## config.mk

```make
export PLATFORM = sky130hd
export DESIGN_NAME = sdpi_top
export DESIGN_NICKNAME = d
export VERILOG_FILES = /design/src/common/sdpi_pkg.sv /design/src/logic/sdpi_top.sv /design/src/logic/sdpi_clkdiv.sv
export SDC_FILE = /design/constraint.sdc
export NUM_CORES = 1
export LEC_CHECK = 0
export BUFFER_PORTS_ARGS = -buffer_cell sky130_fd_sc_hd__buf_2
export CELL_PAD_IN_SITES_DETAIL_PLACEMENT = 1
export CELL_PAD_IN_SITES_GLOBAL_PLACEMENT = 2
export CORE_UTILIZATION = 28
export DETAILED_ROUTE_END_ITERATION = 10
export PLACE_DENSITY_LB_ADDON = 0.1
export SYNTH_ARGS = -nofsm -noshare
export SYNTH_HDL_FRONTEND = slang
export SYNTH_SLANG_ARGS = --single-unit
```

## constraint.sdc

```tcl
create_clock -name clk -period 2.2 [get_ports clk]
set_clock_uncertainty 0.15 [all_clocks]
set_input_delay 0.11 -clock clk [delete_from_list [all_inputs] [get_ports clk]]
set_output_delay 0.11 -clock clk [all_outputs]
set_load 0.02 [all_outputs]
```

## src/common/sdpi_pkg.sv

```systemverilog
// constants and types for the sdram pin interface and reset straps
// Notes on behaviour
// - reset input is active-low, asynchronous
// - hard reset starts on reset rising edge
// - drive system reset output to other parts
// - clocks derive from crystal-referenced synthesizer; here sdpi_clkdiv divides clk instead
// - host clock between 25 and 100 MHz; CLK_HZ here is 125 MHz
// - programmable aux clock up to 135 MHz
// - memory clock defaults to 66 MHz; MCLK_DIV_RST of 0 gives clk/2, 62.5 MHz
// - shared pin: select2 or address bit 11
// - shared pin: select3, address 12, bank 1
// - row then column on eleven address lines
// - chip selects gate inputs except clock, cke, mask
// - sample data bits 40..0 at reset rise
// - two row, two column strobes, active low
// - write enable high read, low write
// - byte mask floats outputs, blocks write bytes
`default_nettype none
package sdpi_pkg;
  localparam int unsigned CLK_HZ         = 125000000;
  localparam int unsigned STRAP_W        = 41;
  localparam int unsigned MA_W           = 11;
  localparam int unsigned DQM_W          = 8;
  // hard reset stretch of the system reset output, in ns
  localparam int unsigned RST_HOLD_NS    = 1000;
  localparam int unsigned RST_HOLD_CYC   = (RST_HOLD_NS * (CLK_HZ / 1000000) + 999) / 1000;
  localparam logic [7:0]  RST_HOLD_CNT   = 8'(RST_HOLD_CYC);
  localparam logic [40:0] STRAP_RST      = 41'h0;
  // aux and memory clock dividers: half period settings, and defaults
  localparam logic [7:0]  AUX_DIV_RST    = 8'h00;
  localparam logic [7:0]  MCLK_DIV_RST   = 8'h00;
  typedef enum logic [1:0] { SDPI_DENS_16M, SDPI_DENS_64M, SDPI_DENS_128M } sdpi_dens_t;
  typedef enum logic [2:0] {
    SDPI_CMD_NOP, SDPI_CMD_ACT, SDPI_CMD_RD, SDPI_CMD_WR,
    SDPI_CMD_PRE, SDPI_CMD_REF, SDPI_CMD_MRS, SDPI_CMD_DESEL
  } sdpi_cmd_t;
  typedef enum logic [1:0] { SDPI_ST_RESET, SDPI_ST_HOLD, SDPI_ST_RUN } sdpi_rst_st_t;
endpackage
`default_nettype wire

```

## src/logic/sdpi_top.sv

```systemverilog
// sdram pin interface, command encoding, reset straps and clock outputs
`default_nettype none
module sdpi_top (
  input  wire logic                      clk,
  input  wire logic                      rst_n,
  input  wire logic [63:0]               mem_data_bus_i,
  input  wire sdpi_pkg::sdpi_dens_t      density,
  input  wire logic                      four_bank,
  input  wire sdpi_pkg::sdpi_cmd_t       cmd,
  input  wire logic [1:0]                cmd_rank,
  input  wire logic [1:0]                cmd_bank,
  input  wire logic [12:0]               cmd_row,
  input  wire logic [10:0]               cmd_col,
  input  wire logic [7:0]                byte_mask,
  input  wire logic [7:0]                aux_div,
  input  wire logic [7:0]                mclk_div,
  output logic                           system_reset_output_n,
  output logic                           hard_reset_pulse,
  output logic [40:0]                    strap_opts,
  output logic [1:0]                     mem_cs_n,
  output logic                           shared_select2_addr11,
  output logic                           shared_select3_addr12_bank1,
  output logic [10:0]                    mem_row_col_addr,
  output logic                           mem_bank0,
  output logic [1:0]                     mem_ras_n,
  output logic [1:0]                     mem_cas_n,
  output logic                           mem_write_enable_n,
  output logic [7:0]                     mem_dqm,
  output logic                           memory_clock_out,
  output logic                           programmable_aux_clock
);
  import sdpi_pkg::*;

  ////////////////////////////////////////////////////////////////
  // reset sequencing
  sdpi_rst_st_t st_r;
  logic [7:0]   hold_r;
  logic         first_r;

  // rst_n is taken as the buffered asynchronous reset input
  always_ff @(posedge clk or negedge rst_n) begin
    if (!rst_n) begin
      st_r   <= SDPI_ST_RESET;
      hold_r <= 8'h00;
    end else begin
      case (st_r)
        SDPI_ST_RESET: begin
          st_r   <= SDPI_ST_HOLD;
          hold_r <= RST_HOLD_CNT;
        end
        SDPI_ST_HOLD: begin
          if (hold_r == 8'h01) begin
            st_r <= SDPI_ST_RUN;
          end
          hold_r <= hold_r - 8'h01;
        end
        default: begin
          st_r <= SDPI_ST_RUN;
        end
      endcase
    end
  end

  // first clock after release: pulse and strap capture
  always_ff @(posedge clk or negedge rst_n) begin
    if (!rst_n) begin
      hard_reset_pulse <= 1'b0;
      first_r          <= 1'b1;
    end else begin
      hard_reset_pulse <= first_r;
      first_r          <= 1'b0;
    end
  end

  // straps caught at release, never touched again until reset
  always_ff @(posedge clk or negedge rst_n) begin
    if (!rst_n) begin
      strap_opts <= STRAP_RST;
    end else if (first_r) begin
      strap_opts <= mem_data_bus_i[40:0];
    end
  end

  // system parts stay in reset through the stretch
  always_ff @(posedge clk or negedge rst_n) begin
    if (!rst_n) begin
      system_reset_output_n <= 1'b0;
    end else begin
      system_reset_output_n <= (st_r == SDPI_ST_RUN);
    end
  end

  ////////////////////////////////////////////////////////////////
  // command encoding: {cs, ras, cas, we} per standard table
  logic       ras_c;
  logic       cas_c;
  logic       we_c;
  logic       act_c;
  logic [1:0] cs_c;
  always_comb begin
    act_c = 1'b1;
    ras_c = 1'b1;
    cas_c = 1'b1;
    we_c  = 1'b1;
    case (cmd)
      SDPI_CMD_ACT: ras_c = 1'b0;
      SDPI_CMD_RD: cas_c = 1'b0;
      SDPI_CMD_WR: begin
        cas_c = 1'b0;
        we_c  = 1'b0;
      end
      SDPI_CMD_PRE: begin
        ras_c = 1'b0;
        we_c  = 1'b0;
      end
      SDPI_CMD_REF: begin
        ras_c = 1'b0;
        cas_c = 1'b0;
      end
      SDPI_CMD_MRS: begin
        ras_c = 1'b0;
        cas_c = 1'b0;
        we_c  = 1'b0;
      end
      SDPI_CMD_DESEL: act_c = 1'b0;
      default: act_c = 1'b1;
    endcase
    cs_c = 2'b11;
    if (act_c) begin
      cs_c[cmd_rank[0]] = 1'b0;
    end
  end

  // address mux: row for activate and mode register set, column otherwise
  logic [12:0] addr_c;
  always_comb begin
    addr_c = (cmd == SDPI_CMD_ACT || cmd == SDPI_CMD_MRS) ? cmd_row : {2'b00, cmd_col};
  end

  // pins registered; all held idle while rst_n is low
  always_ff @(posedge clk or negedge rst_n) begin
    if (!rst_n) begin
      mem_cs_n                    <= 2'b11;
      mem_ras_n                   <= 2'b11;
      mem_cas_n                   <= 2'b11;
      mem_write_enable_n          <= 1'b1;
      mem_row_col_addr            <= 11'h000;
      mem_bank0                   <= 1'b0;
      shared_select2_addr11       <= 1'b1;
      shared_select3_addr12_bank1 <= 1'b1;
      mem_dqm                     <= 8'hff;
    end else begin
      mem_cs_n           <= cs_c;
      mem_ras_n          <= {2{ras_c}};
      mem_cas_n          <= {2{cas_c}};
      mem_write_enable_n <= we_c;
      mem_row_col_addr   <= addr_c[10:0];
      mem_bank0          <= cmd_bank[0];
      mem_dqm            <= byte_mask;
      if (density == SDPI_DENS_16M) begin
        shared_select2_addr11       <= ~(act_c && cmd_rank == 2'h2);
        shared_select3_addr12_bank1 <= ~(act_c && cmd_rank == 2'h3);
        if (act_c && cmd_rank[1]) begin
          mem_cs_n <= 2'b11;
        end
      end else begin
        shared_select2_addr11 <= addr_c[11];
        shared_select3_addr12_bank1 <= four_bank ? cmd_bank[1] : addr_c[12];
      end
    end
  end

  ////////////////////////////////////////////////////////////////
  // clock outputs from the synthesized core clock
  // real synthesizer is analog; this divider stands in for it
  sdpi_clkdiv u_mclk (
    .clk         (clk),
    .rst_n       (rst_n),
    .half_period (mclk_div),
    .clk_out     (memory_clock_out)
  );
  sdpi_clkdiv u_aux (
    .clk         (clk),
    .rst_n       (rst_n),
    .half_period (aux_div),
    .clk_out     (programmable_aux_clock)
  );
endmodule
`default_nettype wire

```

## src/logic/sdpi_clkdiv.sv

```systemverilog
// divided clock output from the synthesizer reference
`default_nettype none
module sdpi_clkdiv (
  input  wire logic       clk,
  input  wire logic       rst_n,
  input  wire logic [7:0] half_period,
  output logic            clk_out
);
  import sdpi_pkg::*;
  logic [7:0] cnt_r;
  ////////////////////////////////////////////////////////////////
  // toggle every half_period+1 cycles; zero gives clk/2
  always_ff @(posedge clk or negedge rst_n) begin
    if (!rst_n) begin
      cnt_r   <= 8'h00;
      clk_out <= 1'b0;
    end else if (cnt_r >= half_period) begin
      cnt_r   <= 8'h00;
      clk_out <= ~clk_out;
    end else begin
      cnt_r <= cnt_r + 8'h01;
    end
  end
endmodule
`default_nettype wire

```

==> results of run 1 <==
kinds of logic after synthesis:
| group | after synthesis | synth area share (%) |
|---|---|---|
| adder cells (fa/ha/maj) | 20 | 5.94 |
| buffers and inverters | 34 | 3.36 |
| multiplexers | 42 | 11.2 |
| AO/OA/AOI/OAI | 30 | 4.99 |
| XOR/XNOR | 18 | 3.74 |
| flip-flops | 99 | 59.3 |
| AND/OR/NAND/NOR | 100 | 11.4 |
| other | 1 | 0.0891 |
layer usage:
| layer | up-vias | track usage (%) | wire length (um) |
|---|---|---|---|
| met5 | - | 0 | 0 |
| met4 | 0 | 7.30 | 300 |
| met3 | 17 | 5.46 | 798 |
| met2 | 113 | 28.7 | 5890 |
| met1 | 1683 | 16.4 | 4340 |
| li1 | 1671 | - | - |
state kept, by name (all words and copies together) (netlist names), 2 cells and up:
| signal | count |
|---|---|
| u_mclk.cnt_r | 8 |
| mem_dqm | 8 |
| st_r | 2 |
| mem_cs_n | 2 |
| strap_opts | 41 |
| mem_row_col_addr | 11 |
| u_aux.cnt_r | 8 |
| hold_r | 8 |
critical path, cell delays in order, from the launching register on:
cell and delay, ns:
dfrtp_1 0.42, inv_1 0.07, ha_1 0.26, nand2b_1 0.14, a211o_1 0.29, a21oi_1 0.18
o21ai_2 0.16, xor2_1 0.18
final cells by class:
cell class | count | area, um2 | share of cell area [%]
Clock inverter | 1 | 5.00 | 0.0778
Clock buffer | 15 | 248 | 3.85
Timing Repair Buffer | 264 | 1790 | 27.8
Inverter | 24 | 90.1 | 1.40
Multi-Input combinational cell | 211 | 1570 | 24.4
Sequential cell | 99 | 2500 | 38.8
Tap cell | 184 | 230 | 3.58
worst min-delay path by stage:
stage	start	endpoint	cells past startpoint
2_1_floorplan	rst_n	hard_reset_pulse	0
3_3_place_gp	rst_n	strap_opts[21]	1
3_5_place_dp	rst_n	hold_r[0]	1
4_1_cts	density[1]	shared_select3_addr12_bank1	3
5_1_grt	density[1]	shared_select3_addr12_bank1	3
6_report	density[1]	shared_select3_addr12_bank1	3
cell usage in the layout (no fill, tap or decap), types with 3 or more instances in the layout:
master           n
buf_2          173
a21oi_1         11
dlygate4sd3_1   86
o21ai_0          5
clkbuf_16        9
ha_1            20
dfstp_2         16
and3_1           4
xnor2_1          5
nand2_1         41
nor2_1          23
xor2_1          13
mux2_2          41
dfrtp_1         83
buf_4            3
nand3_1         10
nand2b_1         5
clkbuf_1         6
nor2b_1          4
inv_1           23
per-stage QoR:
| stage | cells | hold WS, ns | worst slack, ns |
|---|---|---|---|
| 5_1_grt | 798 | 0.102 | 0.0501 |
| 4_1_cts | 798 | 0.0000110 | 0.168 |
| 6_report | 798 | 0.0594 | 0.206 |
| 3_3_place_gp | 696 | -0.0381 | 0.215 |
| 3_5_place_dp | 696 | -0.0388 | 0.192 |
| 2_1_floorplan | 344 | -0.336 | 0.395 |
cells in the mapped netlist (all sizes together):
master / number / area share, %
o22a: 1 / 0.21
a21o: 1 / 0.18
a211o: 1 / 0.21
o21ai: 7 / 1.0
nand2: 42 / 3.8
o311ai: 1 / 0.62
nor3: 1 / 0.12
a41oi: 1 / 0.21
dfstp: 16 / 10
buf: 7 / 0.95
o21a: 1 / 0.18
nor2: 23 / 2.1
mux2: 41 / 11
nor2b: 5 / 0.92
a211oi: 2 / 0.36
inv: 24 / 2.1
clkbuf: 3 / 0.27
nor4: 2 / 0.45
nor3b: 2 / 0.36
nor4bb: 2 / 0.48
xor2: 13 / 2.7
nand3b: 2 / 0.36
nand4: 2 / 0.30
and3: 4 / 0.59
dfrtp: 83 / 49
ha: 20 / 5.9
nand2b: 5 / 0.74
conb: 1 / 0.089
a21oi: 12 / 1.5
a21boi: 2 / 0.36
xnor2: 5 / 1.0
nand3: 10 / 1.2
a31oi: 1 / 0.15
mux2i: 1 / 0.24
timing repair:
item,4_1_cts,5_1_grt
hold endpoints to repair,106,0
hold buffers,86,0
buffers inserted,0,0
report_power, final:
part,total (W),internal (W),switching (W)
logic,0.00132,0.000635,0.000685
registers,0.00230,0.00209,0.000207
clock network,0.00140,0.000768,0.000630
total,0.00501,0.00349,0.00152
==> run_results.csv, run 1 <==
group,metric,value,unit
sta,setup_viol,0,
cts,cts_tree,"yes",
floorplanning,die_h,125,um
setup_path,r2r_setup_slack,0.21,ns
synthesis,syn-instance-count,344,
floorplanning,die_w,125,um
synthesis,synthesis.area,4210,um2
place,io_buffers,174,
sta,grt_setup_unrepaired,"no",
drt,post_drt_wl_per_cell,14.2,um
setup_path,timing.rr.end,"u_aux.clk_out",
synthesis,syn_avg_cell_area,12.2,um2
setup_path,endpoint,"u_aux.clk_out",
cts,path_clk_slew,0.06,ns
drt,post-route-drc-count,0,
sta,tightest_slew,0.533,ns
cts,cts_sinks,99,
cts,cts.htree.levels,3,
global_routing,grt_pass1_wl,19300,um
place,hpwlAfterDp,7880,um
setup_path,critPathArrivalTime,2.05,ns
sta,finalMaxSlewViolations,0,
final_layout,n_antenna_cell,0,
power,total_power,0.00501,W
drt,dr_total_vias,3484,
floorplanning,dieArea,15500,um2
drt,antenna_left,0,
cts,clockBufferDepth,2,
setup_path,worstSetupStartpoint,"u_aux.cnt_r[0]",
final_layout,drive_gt1_share,41.2,%
power,vdd_drop_max,0.372,mV
outcome,outcome,"completed",
floorplanning,rows,44,
setup_path,cp_max_fo,9,
drt,vias_per_cell,4.37,
sta,fin_crit,1.99,ns
sta,timing.fmax,0.502,GHz
synthesis,ys_ff_latch,99,
synthesis,yosys_warnings,0,
setup_path,critical_path_class,"flop to flop",
synthesis,ys_types,41,
cts,ctsRootBufferMaster,"clkbuf_16",
global_routing,grt_start_max_net_pins,56,
sta,finalSetupTns,0,ns
final_layout,fill_cells,1637,
place,place_area,5320,um2
drt,drtIter0Drc,90,
global_routing,grt_overflow_total,0,
setup_path,critPathRequiredTime,2.25,ns
cts,clk_latency,0.34,ns
global_routing,antenna_found_initial,0,
sta,fin_crit_sh,90.6,%
flow_run,drv_cap,0,
cts,cts_resized,0,
floorplanning,start_util,28.9,%
sta,hold_viol,0,
power,leakagePower,3.20,nW
sta,relSlewSlack,64.4,%
drt,drt-pass1-iter-count,3,
final_layout,area_delta_synth_final,52.7,%
synthesis,synth_nets,488,
global_routing,grt_use_total,15.9,%
synthesis,yosysSeqAreaShare,59.3,%
setup_path,worst_r2r_path_depth,7,
place,gp_congestion,0.716,
global_routing,grt_pass1_vias,4011,
setup_path,r2r-start,"u_aux.cnt_r[0]",
cts,cts_buffers,9,
drt,wl,11300,um
worst_hold_path,hp-class,"primary input to flop",
floorplanning,core,14600,um2
final_layout,num-nets-final,753,
power,power_density,780,nW/um2
setup_path,cp-start-kind,"flop",
floorplanning,io-pin-count,198,
setup_path,worstSetupEndpointType,"flop",
final_layout,final_area,6430,um2
final_layout,postLayoutCoreUtil,44.1,%
(Power assumes the default switching activity.)
==> run 2, diff against run 1 <==
--- a/config.mk
+++ b/config.mk
@@ -8,7 +8,7 @@
 export BUFFER_PORTS_ARGS = -buffer_cell sky130_fd_sc_hd__buf_2
 export CELL_PAD_IN_SITES_DETAIL_PLACEMENT = 1
 export CELL_PAD_IN_SITES_GLOBAL_PLACEMENT = 2
-export CORE_UTILIZATION = 28
+export CORE_UTILIZATION = 25
 export DETAILED_ROUTE_END_ITERATION = 10
 export PLACE_DENSITY_LB_ADDON = 0.1
 export SYNTH_ARGS = -nofsm -noshare
==> constraint.sdc (replaced) <==
create_clock -name clk -period 1.8 [get_ports clk]
set_clock_uncertainty 0.15 [all_clocks]
set_input_delay 0.09 -clock clk [delete_from_list [all_inputs] [get_ports clk]]
set_output_delay 0.09 -clock clk [all_outputs]
set_load 0.02 [all_outputs]
==> run_results.csv, run 2 (synthesis results as in run 1) <==
group,metric,value,unit
final_layout,largest_register,"strap_opts",
cts,cts_buffers,9,
setup_path,worst_r2r_path_depth,7,
sta,setup_viol,0,
floorplanning,die_h,132,um
power,total_power,0.00669,W
final_layout,n_antenna_cell,0,
sta,timing.fmax,0.564,GHz
drt,dr_total_vias,3567,
sta,fin_crit,1.77,ns
floorplanning,start_util,25.5,%
setup_path,critical_path_class,"flop to flop",
global_routing,gr-usage-met1,16.2,%
cts,clockBufferDepth,2,
place,io_buffers,174,
cts,cts_sinks,99,
setup_path,timing.rr.end,"u_aux.clk_out",
global_routing,grt_use_total,14.2,%
cts,clk_latency,0.34,ns
setup_path,critPathArrivalTime,1.85,ns
sta,finalMaxSlewViolations,0,
final_layout,mostFrequentLayoutCells,"buf_2 (173), dlygate4sd3_1 (86), dfrtp_1 (83)",
setup_path,r2r_setup_slack,0.03,ns
flow_run,drv_cap,0,
setup_path,critPathRequiredTime,1.87,ns
power,leakagePower,3.29,nW
floorplanning,die_w,132,um
final_layout,largest_reg_flops,41,
sta,hold_viol,0,
setup_path,endpoint,"u_aux.clk_out",
drt,post-route-drc-count,0,
setup_path,worstSetupStartpoint,"u_aux.cnt_r[0]",
floorplanning,rows,47,
final_layout,drive_gt1_share,45.6,%
drt,drt-pass1-iter-count,3,
sta,fin_crit_sh,98.5,%
global_routing,grtUsageMet3,3.54,%
drt,vias_per_cell,4.20,
cts,ctsRootBufferMaster,"clkbuf_16",
global_routing,grt_pass1_vias,4009,
floorplanning,core,16500,um2
drt,antenna_left,0,
floorplanning,dieArea,17400,um2
setup_path,r2r-start,"u_aux.cnt_r[0]",
cts,cts.htree.levels,3,
global_routing,grt_overflow_total,0,
final_layout,final_common_cell,"buf_2",
global_routing,grt_start_max_net_pins,39,
floorplanning,io-pin-count,198,
setup_path,worstSetupEndpointType,"flop",
final_layout,reg_top3,"strap_opts (41), mem_row_col_addr (11)",
global_routing,grt_util_met2,25.2,%
power,vdd_drop_max,0.509,mV
drt,drtIter0Drc,80,
worst_hold_path,hp-class,"primary input to flop",
place,hpwlAfterDp,8160,um
global_routing,antenna_found_initial,0,
drt,wl,11600,um
global_routing,grt_pass1_wl,19500,um
setup_path,cp-start-kind,"flop",
power,power_density,994,nW/um2
worst_hold_path,hold_depth,3,
final_layout,area_delta_synth_final,59.8,%
drt,post_drt_wl_per_cell,13.7,um
cts,cts_tree,"yes",
cts,path_clk_slew,0.07,ns
outcome,outcome,"completed",
global_routing,grt.busiest_layer,"met2",
setup_path,cp_max_fo,5,
sta,whs,0.0212,ns
place,gp_congestion,0.704,
sta,grt_setup_unrepaired,"yes",
final_layout,num-nets-final,768,
## run 2: worst max-delay path, stage by stage, from the launching register on
cell	delay (ns)
dfrtp_1	0.35
inv_1	0.05
ha_1	0.26
nand2b_4	0.13
a211o_1	0.28
a21oi_4	0.18
o21ai_4	0.10
xor2_1	0.15
## run 2: how the worst min path moves through the flow
| stage | start | end | slack [ns] |
|---|---|---|---|
| floorplan | rst_n | hard_reset_pulse | -0.36 |
| global placement | rst_n | strap_opts[31] | -0.24 |
| detailed placement | rst_n | strap_opts[31] | -0.24 |
| CTS | density[0] | shared_select3_addr12_bank1 | 0.003 |
| global route | density[0] | shared_select3_addr12_bank1 | 0.06 |
| finish | density[0] | shared_select3_addr12_bank1 | 0.02 |
## run 2: cell type report
cell class	count	area (um2)
Clock buffer	10	229
Clock inverter	6	66.3
Fill cell	1842	9800
Inverter	24	90.1
Multi-Input combinational cell	212	1670
Sequential cell	99	2500
Tap cell	220	275
Timing Repair Buffer	278	1900
## run 2: layer usage
metal | vias up | routed length [um]
met4 | 0 | 191
met1 | 1738 | 4850
met5 | - | 0
met3 | 13 | 641
li1 | 1707 | -
met2 | 109 | 5910
## run 2: metrics by stage
stage	setup WS (ns)	utilization, %	cells	TNS [ns]	area [um2]
after floorplan	0.000262	-	344	0	4220
after global placement	-0.0144	33.1	744	-0.0144	5460
after detailed placement	-0.0165	33.1	744	-0.0165	5460
after CTS	-0.00540	40.3	847	-0.00540	6650
after global routing	-0.0539	40.7	849	-0.105	6730
final	0.0273	40.7	849	0	6730
## run 2: where the power goes
part | switching (W) | leakage, nW | internal (W)
Combinational | 0.000992 | 2.00 | 0.000983
Sequential | 0.000210 | 1.16 | 0.00255
Clock | 0.000872 | 0.135 | 0.00108
## run 2: timing repair
action                                 CTS  global route
hold buffers                            86             0
setup endpoints to repair                7            14
endpoints found under the hold margin  163             0
pin swaps                                4             5
setup buffers                            0             2
resized for setup                        4            12
gates cloned                             1             0
